**config.mk**
```make
export PLATFORM = sky130hd
export DESIGN_NAME = nand_otp_ecc_ctrl
export DESIGN_NICKNAME = d
export VERILOG_FILES = /design/src/pkg/nand_otp_ecc_pkg.sv /design/src/verilog/nand_otp_ecc_ctrl.sv
export SDC_FILE = /design/constraint.sdc
export NUM_CORES = 1
export LEC_CHECK = 0
export BUFFER_PORTS_ARGS = -buffer_cell sky130_fd_sc_hd__buf_2
export CAP_MARGIN = 5
export CORE_MARGIN = 2
export CORE_UTILIZATION = 49
export CTS_CLUSTER_DIAMETER = 30
export CTS_CLUSTER_SIZE = 28
export DETAILED_ROUTE_END_ITERATION = 6
export PLACE_DENSITY = 0.82
export SYNTH_ARGS = -nofsm -noshare
export SYNTH_HDL_FRONTEND = slang
export SYNTH_SLANG_ARGS = --single-unit
```
**constraint.sdc**
```tcl
create_clock -name pclk -period 2.3 [get_ports pclk]
set_input_delay 0.46 -clock pclk [delete_from_list [all_inputs] [get_ports pclk]]
set_output_delay 0.46 -clock pclk [all_outputs]
set_load 0.01 [all_outputs]
```
**src/pkg/nand_otp_ecc_pkg.sv**
```systemverilog
// constants shared by the otp and correction control block
package nand_otp_ecc_pkg;

   // =========================================================
   // apb register map
   localparam int unsigned APB_AW      = 12;
   localparam logic [11:0] FEAT_OFF    = 12'h000;
   localparam logic [11:0] STAT_OFF    = 12'h004;
   localparam logic [11:0] INFO_OFF    = 12'h008;
   localparam logic [11:0] CTRL_OFF    = 12'h00c;
   localparam logic [11:0] GEOM_OFF    = 12'h010;

   // =========================================================
   // feature byte layout and reset values
   localparam logic [7:0]  FEAT_ADDR_OTP = 8'hb0;
   localparam int unsigned FEAT_ECC_BIT  = 4;
   localparam int unsigned FEAT_EN_BIT   = 6;
   localparam int unsigned FEAT_LOCK_BIT = 7;
   localparam logic        ECC_EN_RST    = 1'b1;
   localparam logic        OTP_EN_RST    = 1'b0;
   localparam logic        LOCK_RST      = 1'b0;
   localparam logic        LINK_EN_RST   = 1'b1;

   // =========================================================
   // status field layout
   localparam int unsigned STAT_WEL_BIT  = 4;
   localparam int unsigned STAT_FAIL_BIT = 5;
   localparam int unsigned STAT_LOCK_BIT = 6;
   localparam int unsigned STAT_PAGE_LSB = 8;

   // =========================================================
   // serial opcodes
   localparam logic [7:0] OP_WREN      = 8'h06;
   localparam logic [7:0] OP_WRDI      = 8'h04;
   localparam logic [7:0] OP_SET_FEAT  = 8'h1f;
   localparam logic [7:0] OP_PROG_LOAD = 8'h02;
   localparam logic [7:0] OP_LOAD_RAND = 8'h84;
   localparam logic [7:0] OP_PROG_EXEC = 8'h10;
   localparam logic [7:0] OP_PAGE_READ = 8'h13;
   localparam logic [7:0] OP_RESET     = 8'hff;

   // =========================================================
   // array geometry
   localparam logic [2:0]  OTP_PAGES     = 3'h4;
   localparam logic [11:0] PAGE_BYTES    = 12'h880;
   localparam logic [10:0] TOTAL_BLOCKS  = 11'h400;
   localparam logic [10:0] MIN_VALID     = 11'h3ec;
   localparam logic [11:0] BAD_MARK_COL  = 12'h800;
   localparam logic [7:0]  BAD_MARK      = 8'h00;

   // =========================================================
   // correction coverage within a page
   localparam logic [11:0] MAIN_END      = 12'h7ff;
   localparam logic [11:0] META_START    = 12'h800;
   localparam logic [11:0] META_END      = 12'h83f;
   localparam logic [11:0] PARITY_START  = 12'h840;
   localparam logic [11:0] PARITY_END    = 12'h873;
   localparam logic [11:0] SPARE_END     = 12'h87f;
   localparam logic [3:0]  ECC_MAX_BITS  = 4'h8;
   localparam logic [3:0]  ECC_NONE      = 4'h0;
   localparam logic [3:0]  ECC_UNCORR    = 4'hf;

endpackage

```
**src/verilog/nand_otp_ecc_ctrl.sv**
```systemverilog
// otp region and internal correction control of a serial nand device
//
// Behaviour
// - four good otp pages of 2176 bytes
// - otp lock bit starts at zero
// - otp uses program load, execute, page read
// - after lock, otp refuses all programming
// - lock stays one forever once burned
// - locked at power-on: otp read only
// - at least 1004 of 1024 blocks valid
// - bad blocks marked 00h at byte 2048
// - correction follows the enable feature bit
// - correction on after power-up
// - program computes code over cached page
// - read recomputes, corrects, outputs corrected data
// - each read updates correction status
// - parity byte writes ignored while correcting
// - bytes 000h-7ffh protected as four sectors
// - spare 800h-83fh protected metadata
// - parity at 840h-873h, tail unprotected
// - uncorrectable read reports status 1111b
//
// Added by the designer: the APB register port and the register offsets.
`timescale 1ns/1ps

module nand_otp_ecc_ctrl
   import nand_otp_ecc_pkg::*;
#(
   parameter int unsigned ROW_W = 24
)
(
   input  wire logic              pclk,
   input  wire logic              presetn,
   input  wire logic [APB_AW-1:0] paddr,
   input  wire logic              psel,
   input  wire logic              penable,
   input  wire logic              pwrite,
   input  wire logic [31:0]       pwdata,
   output logic      [31:0]       prdata,
   output logic                   pready,
   output logic                   pslverr,
   input  wire logic              sclk,
   input  wire logic              cs_n,
   input  wire logic              mosi,
   input  wire logic              otp_lock_nv,
   input  wire logic              ecc_done,
   input  wire logic [3:0]        ecc_err_bits,
   input  wire logic              ecc_uncorrectable,
   output logic                   array_read,
   output logic                   array_program,
   output logic                   array_otp_sel,
   output logic      [ROW_W-1:0]  array_row,
   output logic                   ecc_encode,
   output logic                   ecc_decode,
   output logic                   otp_lock_burn,
   output logic                   load_valid,
   output logic      [11:0]       load_col,
   output logic      [7:0]        load_data,
   output logic                   load_protected
);

   if (ROW_W < 3 || ROW_W > 24)
   begin : g_bad_row_w
      $error("ROW_W must lie between 3 and 24");
   end

   // =========================================================
   // page column decoding
   function automatic logic is_parity(input logic [11:0] col);
      is_parity = (col >= PARITY_START) && (col <= PARITY_END);
   endfunction

   function automatic logic is_covered(input logic [11:0] col);
      is_covered = (col <= MAIN_END) ||
                   ((col >= META_START) && (col <= META_END)) ||
                   is_parity(col);
   endfunction

   // =========================================================
   // link input synchronisers
   logic [2:0]       sclk_q;
   logic [1:0]       cs_q;
   logic [1:0]       mosi_q;

   always_ff @(posedge pclk or negedge presetn)
   begin
      if (!presetn)
      begin
         sclk_q <= 3'h0;
         cs_q   <= 2'h3;
         mosi_q <= 2'h0;
      end
      else
      begin
         sclk_q <= {sclk_q[1:0], sclk};
         cs_q   <= {cs_q[0], cs_n};
         mosi_q <= {mosi_q[0], mosi};
      end
   end

   // =========================================================
   // state registers
   logic [6:0]       shift_q;
   logic [2:0]       bit_cnt_q;
   logic [2:0]       byte_cnt_q;
   logic [7:0]       opcode_q;
   logic [23:0]      hdr_q;
   logic [11:0]      col_q;
   logic             ecc_en_q;
   logic             otp_en_q;
   logic             lock_req_q;
   logic             lock_q;
   logic             boot_q;
   logic             wel_q;
   logic             fail_q;
   logic [3:0]       ecs_q;
   logic [2:0]       next_page_q;
   logic             link_en_q;

   // =========================================================
   // serial framing and command events
   wire              sclk_rise  = sclk_q[1] & ~sclk_q[2];
   wire              frame      = ~cs_q[1] & link_en_q;
   wire [7:0]        byte_in    = {shift_q, mosi_q[1]};
   wire              byte_done  = frame & sclk_rise & (bit_cnt_q == 3'h7);
   wire              at_b0      = byte_done & (byte_cnt_q == 3'h0);
   wire              at_b2      = byte_done & (byte_cnt_q == 3'h2);
   wire              at_b3      = byte_done & (byte_cnt_q == 3'h3);
   wire [23:0]       row_full   = {hdr_q[15:0], byte_in};
   wire [ROW_W-1:0]  row        = row_full[ROW_W-1:0];
   wire              is_load    = (opcode_q == OP_PROG_LOAD) ||
                                  (opcode_q == OP_LOAD_RAND);

   wire              ev_wren    = at_b0 & (byte_in == OP_WREN);
   wire              ev_wrdi    = at_b0 & (byte_in == OP_WRDI);
   wire              ev_reset   = at_b0 & (byte_in == OP_RESET);
   wire              ev_setf    = at_b2 & (opcode_q == OP_SET_FEAT) &
                                  (hdr_q[7:0] == FEAT_ADDR_OTP);
   wire              ev_pe      = at_b3 & (opcode_q == OP_PROG_EXEC);
   wire              ev_read    = at_b3 & (opcode_q == OP_PAGE_READ);
   wire              ev_col     = at_b2 & is_load;
   wire              ev_data    = byte_done & is_load &
                                  (byte_cnt_q >= 3'h3);

   // =========================================================
   // program decisions
   wire              pe_armed   = ev_pe & wel_q;
   wire              pe_lock    = pe_armed & otp_en_q & lock_req_q;
   wire              pe_otp     = pe_armed & otp_en_q & ~lock_req_q;
   wire              pe_norm    = pe_armed & ~otp_en_q;
   wire              otp_bad    = lock_q |
                                  (row_full >= {21'h0, OTP_PAGES}) |
                                  (row_full != {21'h0, next_page_q});
   wire              otp_prog   = pe_otp & ~otp_bad;
   wire              prog_go    = pe_norm | otp_prog;
   wire              fail_d     = (pe_otp & otp_bad) | (pe_lock & lock_q);
   wire              load_drop  = ecc_en_q & is_parity(col_q);
   wire [3:0]        ecs_done   = (ecc_uncorrectable ||
                                   (ecc_err_bits > ECC_MAX_BITS)) ?
                                  ECC_UNCORR : ecc_err_bits;

   // =========================================================
   // apb decode
   wire              apb_setup  = psel & ~penable;
   wire              apb_wr     = psel & penable & pwrite & pready;
   wire              hit_feat   = (paddr == FEAT_OFF);
   wire              hit_stat   = (paddr == STAT_OFF);
   wire              hit_info   = (paddr == INFO_OFF);
   wire              hit_ctrl   = (paddr == CTRL_OFF);
   wire              hit_geom   = (paddr == GEOM_OFF);
   wire              hit_any    = hit_feat | hit_stat | hit_info |
                                  hit_ctrl | hit_geom;
   wire              wr_feat    = apb_wr & hit_feat;
   wire              wr_ctrl    = apb_wr & hit_ctrl;
   wire [7:0]        feat_word  = {(lock_req_q | lock_q), otp_en_q, 1'b0,
                                   ecc_en_q, 4'h0};
   wire [31:0]       stat_word  = {21'h0, next_page_q, 1'b0, lock_q,
                                   fail_q, wel_q, ecs_q};
   wire [31:0]       info_word  = {5'h0, TOTAL_BLOCKS, 5'h0, MIN_VALID};
   wire [31:0]       geom_word  = {BAD_MARK[3:0], BAD_MARK_COL, 1'b0,
                                   OTP_PAGES, PAGE_BYTES};
   wire [31:0]       rd_word    = hit_feat ? {24'h0, feat_word} :
                                  hit_stat ? stat_word :
                                  hit_info ? info_word :
                                  hit_ctrl ? {31'h0, link_en_q} :
                                  hit_geom ? geom_word : 32'h0;

   // =========================================================
   // serial shifter
   always_ff @(posedge pclk or negedge presetn)
   begin
      if (!presetn)
      begin
         shift_q    <= 7'h0;
         bit_cnt_q  <= 3'h0;
         byte_cnt_q <= 3'h0;
         opcode_q   <= 8'h0;
         hdr_q      <= 24'h0;
      end
      else if (!frame)
      begin
         bit_cnt_q  <= 3'h0;
         byte_cnt_q <= 3'h0;
      end
      else if (sclk_rise)
      begin
         shift_q   <= byte_in[6:0];
         bit_cnt_q <= bit_cnt_q + 3'h1;
         if (byte_done)
         begin
            hdr_q <= row_full;
            if (byte_cnt_q == 3'h0)
               opcode_q <= byte_in;
            if (byte_cnt_q != 3'h4)
               byte_cnt_q <= byte_cnt_q + 3'h1;
         end
      end
   end

   // =========================================================
   // feature bits and otp lock
   always_ff @(posedge pclk or negedge presetn)
   begin
      if (!presetn)
      begin
         ecc_en_q    <= ECC_EN_RST;
         otp_en_q    <= OTP_EN_RST;
         lock_req_q  <= LOCK_RST;
         lock_q      <= LOCK_RST;
         boot_q      <= 1'b0;
         next_page_q <= 3'h0;
      end
      else
      begin
         boot_q <= 1'b1;
         if (ev_setf)
         begin
            ecc_en_q   <= byte_in[FEAT_ECC_BIT];
            otp_en_q   <= byte_in[FEAT_EN_BIT];
            lock_req_q <= byte_in[FEAT_LOCK_BIT];
         end
         else if (wr_feat)
         begin
            ecc_en_q   <= pwdata[FEAT_ECC_BIT];
            otp_en_q   <= pwdata[FEAT_EN_BIT];
            lock_req_q <= pwdata[FEAT_LOCK_BIT];
         end
         if (!boot_q)
            lock_q <= otp_lock_nv;
         else if (pe_lock)
            lock_q <= 1'b1;
         if (otp_prog)
            next_page_q <= next_page_q + 3'h1;
      end
   end

   // =========================================================
   // write latch, fail flag and correction status
   always_ff @(posedge pclk or negedge presetn)
   begin
      if (!presetn)
      begin
         wel_q     <= 1'b0;
         fail_q    <= 1'b0;
         ecs_q     <= ECC_NONE;
         link_en_q <= LINK_EN_RST;
      end
      else
      begin
         if (ev_wren)
            wel_q <= 1'b1;
         else if (ev_wrdi || ev_reset || ev_pe)
            wel_q <= 1'b0;
         if (ev_pe)
            fail_q <= fail_d;
         else if (ev_reset)
            fail_q <= 1'b0;
         if (ecc_done && ecc_en_q)
            ecs_q <= ecs_done;
         else if (ev_read || ev_reset)
            ecs_q <= ECC_NONE;
         if (wr_ctrl)
            link_en_q <= pwdata[0];
      end
   end

   // =========================================================
   // array and correction requests
   always_ff @(posedge pclk or negedge presetn)
   begin
      if (!presetn)
      begin
         array_read     <= 1'b0;
         array_program  <= 1'b0;
         array_otp_sel  <= 1'b0;
         array_row      <= '0;
         ecc_encode     <= 1'b0;
         ecc_decode     <= 1'b0;
         otp_lock_burn  <= 1'b0;
         load_valid     <= 1'b0;
         load_col       <= 12'h0;
         load_data      <= 8'h0;
         load_protected <= 1'b0;
      end
      else
      begin
         array_read    <= ev_read;
         array_program <= prog_go;
         ecc_encode    <= prog_go & ecc_en_q;
         ecc_decode    <= ev_read & ecc_en_q;
         otp_lock_burn <= pe_lock & ~lock_q;
         array_otp_sel <= otp_en_q;
         if (ev_read || prog_go)
            array_row <= row;
         load_valid <= ev_data & ~load_drop;
         if (ev_data)
         begin
            load_col       <= col_q;
            load_data      <= byte_in;
            load_protected <= ecc_en_q & is_covered(col_q);
         end
      end
   end

   // =========================================================
   // column pointer for loaded data
   always_ff @(posedge pclk or negedge presetn)
   begin
      if (!presetn)
         col_q <= 12'h0;
      else if (ev_col)
         col_q <= {hdr_q[3:0], byte_in};
      else if (ev_data)
         col_q <= col_q + 12'h1;
   end

   // =========================================================
   // apb slave
   always_ff @(posedge pclk or negedge presetn)
   begin
      if (!presetn)
      begin
         prdata  <= 32'h0;
         pready  <= 1'b0;
         pslverr <= 1'b0;
      end
      else
      begin
         pready <= 1'b1;
         if (apb_setup)
         begin
            prdata  <= rd_word;
            pslverr <= ~hit_any;
         end
      end
   end

endmodule

```
======== Yosys cells after proc, flatten, opt, wreduce, memory -nomap -nowiden ========
Cells that the tools add are included.
storage, ports and cells
  ROM bits ................................ 0
  output and inout bits ................... 86
  bits in registers ....................... 156
  RAM bits ................................ 0
  memories ................................ 0
  bits in latches ......................... 0
operators by class
  divide/modulo/power cells ............... 0
  shift-type cells ........................ 0
  multiply operators ...................... 0
  mux-type cells .......................... 28
  order comparisons ....................... 8
  bitwise logic cells ..................... 55
  add/sub/neg operators ................... 4
  equality and inequality tests ........... 22
  reductions and logical operators ........ 22
operators by type and width
  cell                                                                      count
  28-bit two-way mux                                                        5
  1-bit bitwise AND                                                         37
  12-bit by 4-bit equality test with 1-bit output (second input constant)   2
  8-bit by 5-bit equality test with 1-bit output (second input constant)    3
  8-bit equality test (second input constant)                               3
  12-bit >= comparator (second input constant)                              2
  24-bit by 3-bit >= comparator with 1-bit output (second input constant)   1
  12-bit <= comparator (second input constant)                              2
  12-bit two-way mux                                                        2
  24-bit by 3-bit != test with 1-bit output                                 1
  3-bit two-way mux                                                         6
  8-bit by 3-bit equality test with 1-bit output (second input constant)    2
  12-bit by 1-bit adder with 12-bit output (second input constant)          1
  12-bit by 3-bit equality test with 1-bit output (second input constant)   1
  12-bit by 5-bit equality test with 1-bit output (second input constant)   1
  12-bit by 11-bit <= comparator with 1-bit output (second input constant)  1
  12-bit zero test                                                          1
  1-bit two-way mux                                                         12
  4-bit two-way mux                                                         3
  2-bit nonzero test                                                        5
  3-bit by 1-bit adder with 3-bit output (second input constant)            3
  1-bit inverter                                                            9
  1-bit OR                                                                  9
  8-bit by 2-bit equality test with 1-bit output (second input constant)    1
  13 further kinds                                                          26

======== Depth between registers and ports, before layout ========
  depth in word-level cells ............... 12
  mapped depth ............................ 9
  mapped depth without buffers ............ 7

======== Least setup slack after synthesis ========
OpenSTA, ideal clock, no wires.
  kind .................................... reg-to-reg
  from .................................... register hdr_q[1]
  to ...................................... register array_row[3]
  library setup time ...................... 0.128 ns
  path buffers ............................ 1
  slack ................................... 0.011 ns
  arrival ................................. 2.162 ns
  stages on the path, launching flop included .. 7
  path through ............................ dfrtp_1 or4_1 nor4_2 a41oi_1 o32ai_4 buf_6 mux2_1
between the ends
  longest elaborated chain between the ends .. 7
  elaborated cells between the ends (all ways) .. 8
  those cells by class .................... order compare: 1; eq/ne: 1; bitwise: 5; reduce/logical: 1
ends and longest elaborated chain
  element                                          RTL line                  source
  start: declaration                               nand_otp_ecc_ctrl.sv:107  logic [23:0] hdr_q;
  start signal: assignment                         nand_otp_ecc_ctrl.sv:211  hdr_q <= row_full;
  24-bit by 3-bit >= comparator with 1-bit output  nand_otp_ecc_ctrl.sv:152  (row_full >= {21'h0, OTP_PAGES}) |
  1-bit OR                                         nand_otp_ecc_ctrl.sv:151  wire otp_bad = lock_q |
  1-bit OR *                                       nand_otp_ecc_ctrl.sv:152
  1-bit inverter *                                 nand_otp_ecc_ctrl.sv:154  wire otp_prog = pe_otp & ~otp_bad;
  1-bit bitwise AND *                              nand_otp_ecc_ctrl.sv:154
  1-bit OR *                                       nand_otp_ecc_ctrl.sv:155  wire prog_go = pe_norm | otp_prog;
  1-bit logical OR *                               nand_otp_ecc_ctrl.sv:313  if (ev_read || prog_go)
  end signal: assignment                           nand_otp_ecc_ctrl.sv:314  array_row <= row;
  end: declaration                                 nand_otp_ecc_ctrl.sv:52   output logic [ROW_W-1:0] array_row,
Mark *: on every way between the ends. The rest lies on a longest branch, timed or not.
A chain may end at the register's enable or synchronous reset.

======== Final worst setup path ========
  from .................................... register hdr_q[12]
  to ...................................... register array_row[9]
The elaborated chain is that of the path after synthesis.

==> flow_summary.ini <==
[yosys]
syn_inst = 507
synthTopCellsByArea = dfrtp_1, mux2_2, mux2_1, buf_4, nand2_1
synth_edf_count = 0
ys.flop_type = dfrtp_1
synth-simple-area-share_pct = 12.1
synth_seq_cells = 137
avgSynthCellArea_um2 = 12.1
yosysSeqAreaShare_pct = 55.8
synthXorXnorAreaFrac_pct = 0.997
syn-cell-area_um2 = 6150
yosysUniqueCellTypes = 59
synth_compound_area_share_pct = 8.63
synth_mux_area_share_pct = 15.8
yosys_warnings = 0
synth_top_family_by_area = multiplexers
yosys.area.top_type = dfrtp_1
async_flop_share_pct = 100
synth_top_area_share_pct = 54.1
synthAdderAreaFrac_pct = 1.83

[worst_setup_path]
cp_data_required_time_ns = 2.61
slowest_stage = or4_4
crit_path_end_kind = flip-flop
max_stage_delay_ns = 0.54
critPathTopFamily = simple AND/OR/NAND/NOR gates
arrival_ns = 2.70
r2r_cells = 8
critPathMaxFanout = 6
path_cells = or4_4 > nor4_4 > buf_4 > a41oi_4 > o32ai_4 > buf_12 > buf_6 > mux2_1
crit_type = flip-flop to flip-flop
crit_buf_inv = 3
rr_startpoint = hdr_q[12]
start_kind = flip-flop
r2r-end = array_row[9]
rrSetupSlack_ns = -0.1

[sta]
min_period_over_period_pct = 104
fin_ws_ns = -0.0969
drv_slew = 0
max_freq_mhz = 417
finalSetupViolations = 24
rsz0062_at_grt = yes
worst_pin_slew_ns = 0.663
finalHoldViolCount = 0
slew-limit-headroom_pct = 55.8
fin_skew_ns = 0.00885
period_needed_ns = 2.40

[clocking]
cts_tree = built
root_buffer = clkbuf_16
clock_path_buffers = 2
cts_sinks = 137
htree_levels = 4
cts_buffers = 17
insertion_delay_ns = 0.42
clk_pin_slew_ns = 0.06

[run]
drv_cap = 0

[cells_and_area]
layout-drive-gt1-share_pct = 42.1
diodes = 0
syn2layout_area_growth_pct = 29.2
fin_nets = 722
fillers = 907
stdcell_count = 835
post-route-util_pct = 65.6

[drt]
via_count = 4587
routed_wl_mm = 15.2
dr.pass1.iters = 4
vias_per_cell = 5.49
ant_nets = 0
remaining_drc_errors = 0
wire_per_inst_um = 18.2
drt_first_iter_violations = 359

[power_and_ir_drop]
power.clock.fraction_pct = 51.1
switching_power_mw = 1.14
seq_power_share_pct = 45.8
internal-power_mw = 4.18
p_leak_nw = 4.09
netSwitchingFraction_pct = 21.4
p_comb_share_pct = 3.1
power_density_nw_per_um2 = 669
ir_drop_mv = 0.571

[min_path]
hold_path.class = input port to flip-flop
hold_end = mosi_q[0]
min_path_cells = 1
hp-start = mosi

[floorplan]
die-area_um2 = 13500
floorplan.initialDensity_pct = 50.8
placementRows = 40
die_w_um = 116
die_h_um = 116
core-area_um2 = 12100
io_pins = 145

[global_route]
grt_max_degree = 54
grt_usage_pct = 22.7
grt_overflow = 0
grt_pass1_vias = 4580
antenna_found_initial = 0
grt_pass1_wl_mm = 23.1

[placed_design]
dp_hpwl_mm = 10.1
place_inst = 789
gp_congestion = 0.826
port_buffers = 99
pre_cts_ws_ns = -0.125

[outcome]
outcome = finished, violations left
violations = negative setup slack
-- cell usage after synthesis, drive strengths merged (4+ instances only) --
master	n
buf	26
a221o	4
dfstp	4
nor2	26
dfrtp	133
nand4	6
o2bb2ai	4
ha	9
nand3b	4
nand3	11
a21o	6
nand2	36
clkbuf	16
and2	4
or4	7
a21oi	10
xor2	4
inv	11
o31ai	6
mux2i	6
o311ai	4
and3	6
mux2	81
nor3	7
nand2b	6
nor3b	4
o21ai	22
nor4	6
-- sequential cells by signal (all words and copies together), names as in the netlist, 2 cells and up --
name         flops
sclk_q           3
prdata          13
next_page_q      3
hdr_q           16
bit_cnt_q        3
array_row       24
ecs_q            4
opcode_q         8
cs_q             2
shift_q          7
load_data        8
mosi_q           2
col_q           12
byte_cnt_q       3
load_col        12
-- through the flow --
step                      TNS, ns  area [µm²]  power, mW  hold slack, ns
after floorplan                 0        6210       2.55           0.164
after global placement      -1.33        7030       2.62           0.339
after detailed placement    -2.47        7030       2.63           0.338
after CTS                   -1.03        7660       5.33           0.135
after global routing        -3.87        7940       5.47           0.132
final                       -1.93        7940       5.31           0.146
-- per-layer routing --
metal | share of wire, % | global-route usage [%] | routed length (µm) | vias up
met5 | 0 | 0 | 0 | -
met3 | 6.1 | 5.81 | 933 | 31
met4 | 2.4 | 10.6 | 369 | 0
met1 | 43 | 29.5 | 6600 | 2278
li1 | - | - | - | 2087
met2 | 48 | 35.9 | 7310 | 191
-- kinds of logic after synthesis --
| logic type | count (synthesis) |
|---|---|
| other | 2 |
| buffers and inverters | 53 |
| DFF | 137 |
| xor gates and xnor gates | 7 |
| and+or+nand+nor | 138 |
| adders and majority gates | 9 |
| muxes | 87 |
| AOI/OAI and AO/OA | 74 |
-- final cells by class --
type                            instances  area, µm²  area share (%)
Clock buffer                           20        437            5.50
Clock inverter                         12        150            1.89
Inverter                               11       41.3           0.520
Multi-Input combinational cell        333       2650            33.4
Sequential cell                       137       3430            43.2
Tap cell                              168        210            2.65
Timing Repair Buffer                  154       1020            12.8
-- repair_timing --
item / 4_1_cts / 5_1_grt
hold endpoints to repair: 37 / 0
cloned: 0 / 3
endpoints found under the setup margin: 27 / 38
pin swaps: 1 / 10
hold buffers: 1 / 0
buffers inserted: 1 / 9
resized for setup: 5 / 32
-- power groups by stage --
stage               sequential (mW)  clock, mW  combinational (mW)
finish                         2.43       2.72               0.167
global route                   2.43       2.85               0.190
CTS                            2.43       2.74               0.162
detailed placement             2.47          0               0.155
global placement               2.47          0               0.151
floorplan                      2.47          0              0.0745
-- cell usage in the layout, fill, tap and decap left out, types with 9 or more instances in the layout --
cell	instances
a21oi_1	10
inv_1	11
dfrtp_1	133
clkbuf_16	19
buf_2	98
ha_1	9
mux2_2	56
conb_1	18
mux2_4	20
nand2_1	36
nor2_1	24
nand3_1	10
buf_4	46
o21ai_0	22
-- how the worst max path moves through the flow --
| stage | to | startpoint | cells past startpoint | slack [ns] |
|---|---|---|---|---|
| after floorplan | array_row[3] | hdr_q[1] | 6 | 0.01 |
| after CTS | array_row[8] | hdr_q[13] | 7 | -0.06 |
| final | array_row[9] | hdr_q[12] | 8 | -0.1 |
| after detailed placement | array_row[13] | hdr_q[1] | 6 | -0.13 |
| after global routing | array_row[7] | hdr_q[12] | 8 | -0.17 |
| after global placement | array_row[1] | hdr_q[13] | 7 | -0.06 |
No activity file was read; power rests on OpenSTA's default activity.
